<file path="src/rtl/rcf_pkg.sv">
// constants shared by the reset cause flag registers
// assumes an 8-bit register port with a 12-bit address
package rcf_pkg;
	localparam int ADDR_W = 12;
	localparam int DATA_W = 8;
	// documented register offsets
	localparam logic [11:0] BROWNOUT_CONTROL_OFS            = 12'h049;
	localparam logic [11:0] RESET_CAUSE_FLAGS_PRIMARY_OFS   = 12'h4F0;
	localparam logic [11:0] RESET_CAUSE_FLAGS_SECONDARY_OFS = 12'h4F1;
	// registers of our own: interrupt status and mask
	localparam logic [11:0] IRQ_STATUS_OFS = 12'h4F2;
	localparam logic [11:0] IRQ_MASK_OFS   = 12'h4F3;
	// field positions
	localparam int SOFT_BROWNOUT_ENABLE_BIT   = 7;
	localparam int BROWNOUT_CIRCUIT_READY_BIT = 0;
	localparam int STACK_OVERFLOW_BIT         = 7;
	localparam int STACK_UNDERFLOW_BIT        = 6;
	localparam int WINDOW_VIOLATION_BIT       = 5;
	localparam int WATCHDOG_TIMEOUT_BIT       = 4;
	localparam int RESET_PIN_BIT              = 3;
	localparam int RESET_OPCODE_BIT           = 2;
	localparam int POWER_ON_BIT               = 1;
	localparam int BROWNOUT_BIT               = 0;
	localparam int REGULATOR_READY_BIT        = 2;
	localparam int MEMORY_VIOLATION_BIT       = 1;
	localparam int CONFIG_LATCH_FAULT_BIT     = 0;
	// writable bit masks
	localparam logic [7:0] BROWNOUT_CONTROL_WMASK = 8'h80;
	localparam logic [7:0] SECONDARY_WMASK        = 8'h07;
	// values after power-on / brown-out reset
	localparam logic       SOFT_BROWNOUT_ENABLE_RST = 1'b1;
	localparam logic [7:0] PRIMARY_RST              = 8'h3C;
	localparam logic [2:0] SECONDARY_RST            = 3'h4;
	localparam logic [7:0] IRQ_RST                  = 8'h00;
	localparam logic [1:0] BROWNOUT_MODE_SOFT       = 2'h1;
	localparam int         NUM_EVENTS               = 8;
endpackage

</file>
<file path="src/rtl/rcf_sync.sv">
// two flip-flop synchroniser for one asynchronous level
// assumes clk is the system clock
`timescale 1ns/1ps
`default_nettype none
module rcf_sync (
	input  wire logic clk,
	input  wire logic rst_n,
	input  wire logic async_in,
	output var  logic sync_out
);
	logic meta;
	always_ff @(posedge clk or negedge rst_n) begin
		if (!rst_n) begin
			meta     <= 1'b0;
			sync_out <= 1'b0;
		end else begin
			meta     <= async_in;
			sync_out <= meta;
		end
	end
endmodule // rcf_sync
`default_nettype wire

</file>
<file path="src/rtl/rcf_edge.sv">
// rising-edge pulse from a synchronous level
// assumes the input is already in the clk domain
`timescale 1ns/1ps
`default_nettype none
module rcf_edge (
	input  wire logic clk,
	input  wire logic rst_n,
	input  wire logic level_in,
	output var  logic pulse
);
	logic prev;
	always_ff @(posedge clk or negedge rst_n) begin
		if (!rst_n) begin
			prev <= 1'b0;
		end else begin
			prev <= level_in;
		end
	end
	assign pulse = level_in & ~prev;
endmodule // rcf_edge
`default_nettype wire

</file>
<file path="src/rtl/rcf_reset_cause.sv">
// reset cause flag registers with brown-out control and interrupt
// assumes reset events arrive as strobes or levels from the reset generator;
// rst_n is the power-on/brown-out reset; other resets do not touch rst_n
//
// What this block does
// - registers at 0x049, 0x4F0, 0x4F1, eight bits
// - soft brown-out enable bit 7, power-up one
// - enable only effective when mode equals 01
// - bit 0 shows brown-out circuit armed
// - overflow sets bit 7; power-up clears
// - underflow sets bit 6; power-up clears
// - window violation clears bit 5; power-up sets
// - watchdog timeout clears bit 4; power-up sets
// - reset pin clears bit 3; power-up sets
// - reset opcode clears bit 2; power-up sets
// - power-on clears bit 1; firmware may restore
// - brown-out clears bit 0; kept otherwise
// - regulator fault clears secondary bit 2
// - memory violation clears secondary bit 1
// - secondary bit 0 shows latch corruption
// - firmware may write every flag inactive
// - only the event's own flags change
// - no self-clear; writes trigger no reset
`timescale 1ns/1ps
`default_nettype none
module rcf_reset_cause (
	input  wire logic                       clk,
	input  wire logic                       rst_n,
	input  wire logic [rcf_pkg::ADDR_W-1:0] addr,
	input  wire logic [rcf_pkg::DATA_W-1:0] wdata,
	input  wire logic                       wr_en,
	input  wire logic                       rd_en,
	output var  logic [rcf_pkg::DATA_W-1:0] rdata,
	input  wire logic                       power_on_event,
	input  wire logic                       brownout_event,
	input  wire logic                       stack_overflow_event,
	input  wire logic                       stack_underflow_event,
	input  wire logic                       window_violation_event,
	input  wire logic                       watchdog_timeout_event,
	input  wire logic                       external_reset_pin_event,
	input  wire logic                       reset_opcode_event,
	input  wire logic                       regulator_fault_event,
	input  wire logic                       memory_violation_event,
	input  wire logic                       config_latch_fault_event,
	input  wire logic [1:0]                 brownout_mode_config,
	input  wire logic                       brownout_circuit_ready_raw,
	output var  logic                       brownout_detect_enable,
	output var  logic                       irq
);
	import rcf_pkg::*;

	logic       soft_brownout_enable;
	logic       brownout_circuit_ready;
	logic [7:0] primary;
	logic [2:0] secondary;
	logic [7:0] irq_status;
	logic [7:0] irq_mask;
	logic       pin_sync;
	logic       pin_pulse;
	logic       wr_bctl;
	logic       wr_pri;
	logic       wr_sec;
	logic [7:0] hw_clr_pri;
	logic [7:0] hw_set_pri;
	logic [2:0] hw_clr_sec;
	logic [7:0] evt_vec;

	// the ready status comes from an analog circuit in another domain
	rcf_sync u_ready_sync (
		.clk      (clk),
		.rst_n    (rst_n),
		.async_in (brownout_circuit_ready_raw),
		.sync_out (brownout_circuit_ready)
	);

	// the pin may be held high for a long time; flag once per assertion
	rcf_sync u_pin_sync (
		.clk      (clk),
		.rst_n    (rst_n),
		.async_in (external_reset_pin_event),
		.sync_out (pin_sync)
	);

	rcf_edge u_pin_edge (
		.clk      (clk),
		.rst_n    (rst_n),
		.level_in (pin_sync),
		.pulse    (pin_pulse)
	);

	assign wr_bctl = wr_en && (addr == BROWNOUT_CONTROL_OFS);
	assign wr_pri  = wr_en && (addr == RESET_CAUSE_FLAGS_PRIMARY_OFS);
	assign wr_sec  = wr_en && (addr == RESET_CAUSE_FLAGS_SECONDARY_OFS);

	always_comb begin
		hw_clr_pri = 8'h00;
		hw_set_pri = 8'h00;
		hw_clr_sec = 3'h0;
		hw_set_pri[STACK_OVERFLOW_BIT]   = stack_overflow_event;
		hw_set_pri[STACK_UNDERFLOW_BIT]  = stack_underflow_event;
		hw_clr_pri[WINDOW_VIOLATION_BIT] = window_violation_event;
		hw_clr_pri[WATCHDOG_TIMEOUT_BIT] = watchdog_timeout_event;
		hw_clr_pri[RESET_PIN_BIT]        = pin_pulse;
		hw_clr_pri[RESET_OPCODE_BIT]     = reset_opcode_event;
		hw_clr_pri[POWER_ON_BIT]         = power_on_event;
		hw_clr_pri[BROWNOUT_BIT]         = brownout_event;
		hw_clr_sec[REGULATOR_READY_BIT]  = regulator_fault_event;
		hw_clr_sec[MEMORY_VIOLATION_BIT] = memory_violation_event;
	end

	always_ff @(posedge clk or negedge rst_n) begin
		if (!rst_n) begin
			soft_brownout_enable <= SOFT_BROWNOUT_ENABLE_RST;
		end else if (wr_bctl) begin
			soft_brownout_enable <= wdata[SOFT_BROWNOUT_ENABLE_BIT];
		end
	end

	always_ff @(posedge clk or negedge rst_n) begin
		if (!rst_n) begin
			brownout_detect_enable <= 1'b0;
		end else if (brownout_mode_config == BROWNOUT_MODE_SOFT) begin
			brownout_detect_enable <= soft_brownout_enable;
		end else begin
			// other modes: detector follows the mode, not this bit
			brownout_detect_enable <= brownout_mode_config[1];
		end
	end

	// hardware events win over a firmware write in the same cycle
	always_ff @(posedge clk or negedge rst_n) begin
		if (!rst_n) begin
			primary <= PRIMARY_RST;
		end else begin
			if (wr_pri) begin
				primary <= (wdata & ~hw_clr_pri) | hw_set_pri;
			end else begin
				primary <= (primary & ~hw_clr_pri) | hw_set_pri;
			end
		end
	end

	always_ff @(posedge clk or negedge rst_n) begin
		if (!rst_n) begin
			secondary <= SECONDARY_RST;
		end else begin
			if (wr_sec) begin
				secondary <= (wdata[2:0] & ~hw_clr_sec)
					| {2'b00, config_latch_fault_event};
			end else begin
				secondary <= (secondary & ~hw_clr_sec)
					| {2'b00, config_latch_fault_event};
			end
		end
	end

	// interrupt events: any flag moving to its active state
	assign evt_vec = {stack_overflow_event | stack_underflow_event,
		window_violation_event, watchdog_timeout_event, pin_pulse,
		reset_opcode_event, power_on_event | brownout_event,
		regulator_fault_event | memory_violation_event,
		config_latch_fault_event};

	// set wins over write-one-to-clear
	always_ff @(posedge clk or negedge rst_n) begin
		if (!rst_n) begin
			irq_status <= IRQ_RST;
		end else if (wr_en && (addr == IRQ_STATUS_OFS)) begin
			irq_status <= (irq_status & ~wdata) | evt_vec;
		end else begin
			irq_status <= irq_status | evt_vec;
		end
	end

	always_ff @(posedge clk or negedge rst_n) begin
		if (!rst_n) begin
			irq_mask <= IRQ_RST;
		end else if (wr_en && (addr == IRQ_MASK_OFS)) begin
			irq_mask <= wdata;
		end
	end

	always_ff @(posedge clk or negedge rst_n) begin
		if (!rst_n) begin
			irq <= 1'b0;
		end else begin
			irq <= |(((irq_status & ~(wr_en && addr == IRQ_STATUS_OFS ? wdata : 8'h00))
				| evt_vec) & irq_mask);
		end
	end

	// read data one cycle after the strobe; zero otherwise
	always_ff @(posedge clk or negedge rst_n) begin
		if (!rst_n) begin
			rdata <= 8'h00;
		end else if (rd_en) begin
			unique case (addr)
				BROWNOUT_CONTROL_OFS:
					rdata <= {soft_brownout_enable, 6'h00, brownout_circuit_ready};
				RESET_CAUSE_FLAGS_PRIMARY_OFS:   rdata <= primary;
				RESET_CAUSE_FLAGS_SECONDARY_OFS: rdata <= {5'h00, secondary};
				IRQ_STATUS_OFS:                  rdata <= irq_status;
				IRQ_MASK_OFS:                    rdata <= irq_mask;
				default:                         rdata <= 8'h00;
			endcase
		end else begin
			rdata <= 8'h00;
		end
	end
endmodule // rcf_reset_cause
`default_nettype wire

</file>
<file path="config.mk">
export PLATFORM = sky130hd
export DESIGN_NAME = rcf_reset_cause
export DESIGN_NICKNAME = d
export VERILOG_FILES = /design/src/rtl/rcf_pkg.sv /design/src/rtl/rcf_sync.sv /design/src/rtl/rcf_edge.sv /design/src/rtl/rcf_reset_cause.sv
export SDC_FILE = /design/constraint.sdc
export NUM_CORES = 1
export LEC_CHECK = 0
export CORE_MARGIN = 2
export CORE_UTILIZATION = 26
export DETAILED_ROUTE_END_ITERATION = 7
export DONT_BUFFER_PORTS = 1
export HOLD_SLACK_MARGIN = 0.12
export PLACE_DENSITY_LB_ADDON = 0.08
export SETUP_SLACK_MARGIN = 0.4
export SLEW_MARGIN = 20
export SYNTH_ARGS = -nofsm -noshare
export SYNTH_HDL_FRONTEND = slang
export SYNTH_HIERARCHICAL = 1
export SYNTH_SLANG_ARGS = --single-unit
export TNS_END_PERCENT = 5
</file>
<file path="constraint.sdc">
create_clock -name clk -period 2.9 [get_ports clk]
set_input_delay 0.29 -clock clk [delete_from_list [all_inputs] [get_ports clk]]
set_output_delay 0.29 -clock clk [all_outputs]
set_load 0.03 [all_outputs]
</file>
==> summary.md <==
| Metric | Value |
|---|---|
| Die W | `91.2 um` |
| Critical R2R Launch | `soft_brownout_enable` |
| P_leak | `1.07 nW` |
| GRT Total Usage | `13.1%` |
| Syn_area_per_cell | `11.8 um2` |
| P&R area growth vs syn | `22.6%` |
| Crit path max fanout | `8` |
| Fin worst setup slack | `0.956 ns` |
| Status | `finished, final reports clean` |
| Global placement routability congestion | `0.729` |
| Largest net degree at the start of global routing | `44` |
| Final Core Density | `33.2%` |
| Reg2reg end | `brownout_detect_enable` |
| ANT cells | `0` |
| Endpoint, Worst Hold | `rdata[7]` |
| CTS Buffer Depth | `2` |
| EDFF count, synth | `0` |
| Placement Cell Area | `0.00209 mm2` |
| 1st-iter DRT viols | `72` |
| Wire per inst | `17.7 um` |
| CP bufs+invs | `1` |
| # Post-CTS Setup Buffers | `0` |
| Register bit total from synthesis | `43` |
| Final nets | `231` |
| Area of the multi-input gates | `831 um2` |
| YS warnings | `6` |
| Startpoint Class | `primary input` |
| Least-Margin Pin Slew | `0.685 ns` |
| Largest cells by area after synthesis | `dfrtp_1 (47%), dfstp_2 (8.0%), mux2_2 (8.0%)` |
| Total routed wirelength | `5180 um` |
| CTS Buf Count | `5` |
| # DRC | `0` |
| Skew final | `0.00304 ns` |
| First-pass GRT wire length | `8320 um` |
| Synth cell count leaders | `dfrtp_1 (37), nand2_1 (20), nor2_1 (19)` |
| Post-DP HPWL | `3470 um` |
| Worst-Skew Late Latency | `0.29 ns` |
| Port-buffer cells | `0` |
| Post-route cell area | `0.00242 mm2` |
| Most common cell in the netlist | `dfrtp_1` |
| FFs w/ async S/R, synth | `100%` |
| Root Driver | `clkbuf_8` |
| Die Area | `0.00831 mm2` |
| Sequential Area | `0.00108 mm2` |
| Worst path top cell family by delay | `simple AND/OR/NAND/NOR gates` |
| Worst R2R Setup Slack | `1.64 ns` |
| Rel. slew slack | `54.2%` |
| Register area share after synthesis | `54.8%` |
| FF-to-FF path depth | `2` |
| WP data required | `3.09 ns` |
| Core area | `0.00729 mm2` |
| CP peak stage delay | `0.56 ns` |
| Main synth FF type | `dfrtp_1` |
| Fill count | `794` |
| Netlist Area Pre-Place | `0.00198 mm2` |
| Hold_buf cts | `16` |
| Vias in the first global route | `1504` |
| MaxCap Viol Count | `0` |
| Die Span Y | `91.2 um` |
| Endpoints failing setup | `0` |
| Fmax | `0.514 GHz` |
| CP endpoint kind | `flop` |
| Final antenna-violating net count | `0` |
| Share of cells above drive strength 1 | `21.6%` |
| Fin crit share | `67.0%` |
| PD cells | `485 mW/mm2` |
| Overflow after GRT | `0` |
| Arr. time, crit path | `2.13 ns` |
| FP Rows | `31` |
| DR pass1 iterations | `7` |
| Antenna violations before repair | `0` |
| IR drop worst, VDD | `0.169 mV` |
| Pre-CTS setup slack | `0.622 ns` |
| RSZ-0062 raised after global routing | `no` |
| CTS tree | `yes` |
| Top-area cell type share of the netlist area | `46.9%` |
| Setup TNS | `0 ns` |
| CTS Sinks | `43` |
| Count of final max-slew check failures | `0` |
| Minimum clock period | `1.94 ns` |
| Final Hold Viols | `0` |
| H-Tree Level Count | `2` |
| Io pins | `48` |
| Net count after synthesis | `206` |
| Worst-path clk slew | `0.08 ns` |
| Critical path class | `in2reg` |
| Drt via density | `4.89` |
| Initial Utilization | `27.1%` |
| Synthesized netlist cell count | `168` |
| Worst path cell trace | `or4_4 -> nor4_4 -> buf_4 -> and4_1 -> mux2_2` |
| Largest area contributor in the netlist | `dfrtp_1` |
| WHS Path Cells | `1` |
| Post-cts sizing count | `0` |
| Hold Startpoint | `rd_en` |
| Synth cell types | `34` |
| Class of the tightest hold or removal check | `in2reg` |
| Total number of vias | `1433` |
| CP max-delay cell | `or4_4` |
[sequential cells by signal, summed over array words and instances, names as in the netlist]
name                    flops
brownout_detect_enable      1
rdata                       8
u_pin_edge/prev             1
irq_mask                    8
irq_status                  8
soft_brownout_enable        1
u_ready_sync/meta           1
irq                         1
u_pin_sync/sync_out         1
primary                     8
u_ready_sync/sync_out       1
secondary                   3
u_pin_sync/meta             1
[final cells by class]
cell class | count | area share (%)
multi-input combinational | 112 | 34.3
sequential | 43 | 44.7
timing repair buffer | 22 | 9.61
inverter | 9 | 1.39
clock inverter | 2 | 1.45
tap | 99 | 5.11
clock buffer | 6 | 3.41
[per-layer routing]
layer  vias to the layer above  wire [um]  GRT usage (%)
met4                         0         70           3.66
met1                       718       2300           16.6
met3                         8        392           4.56
met5                         -          0              0
met2                        61       2420           21.0
li1                        646          -              -
[cells by family after synthesis]
family                 share of synthesized area (%)
DFF                                             54.8
AOI/OAI and AO/OA                               9.50
and+or+nand+nor                                 17.1
muxes                                           15.5
buffers and inverters                           3.10
[report_power, final]
group	internal [mW]	switching (mW)
clock network	0.279	0.215
logic	0.0389	0.0326
registers	0.605	0.00501
[cell usage in the layout, fill, tap and decap left out, types with 2 or more instances in the layout]
| master | count |
|---|---|
| dfrtp_1 | 37 |
| nand2_1 | 20 |
| nor2_1 | 19 |
| dlygate4sd3_1 | 19 |
| mux2_2 | 14 |
| inv_1 | 9 |
| mux2i_1 | 8 |
| a22oi_1 | 6 |
| a31oi_1 | 6 |
| clkbuf_8 | 6 |
| dfstp_2 | 6 |
| o21ai_0 | 5 |
| mux4_2 | 3 |
| nor2b_1 | 3 |
| a211o_1 | 3 |
| o31ai_1 | 3 |
| nand4b_1 | 2 |
| nor4_4 | 2 |
| a21boi_0 | 2 |
| and3_2 | 2 |
| nor4_1 | 2 |
| nand3_1 | 2 |
| buf_4 | 2 |
[per-stage QoR]
| step | cells | power [mW] | hold WS [ns] |
|---|---|---|---|
| floorplan | 168 | 0.652 | -0.00559 |
| global placement | 265 | 0.653 | -0.00362 |
| detailed placement | 265 | 0.654 | -0.00395 |
| CTS | 289 | 1.19 | 0.130 |
| global route | 293 | 1.23 | 0.121 |
| finish | 293 | 1.17 | 0.138 |
[worst register-to-register path, delay by kind of cell (launching register included)]
| family | cells | cell delay (ns) |
|---|---|---|
| buf+inv | 1 | 0.53 |
| flops | 1 | 0.56 |
| compound gates | 1 | 0.11 |
[how the worst max path moves through the flow]
stage	start	endpoint	slack, ns	cells past startpoint
after floorplan	addr[9]	irq_mask[0]	0.82	5
after global placement	addr[9]	irq_mask[4]	0.67	5
after detailed placement	addr[9]	irq_mask[6]	0.62	5
after CTS	addr[9]	irq_mask[4]	0.93	5
after global routing	addr[9]	irq_mask[0]	0.91	5
final	addr[9]	irq_mask[4]	0.96	5
Power figures use the tool's default switching activity.
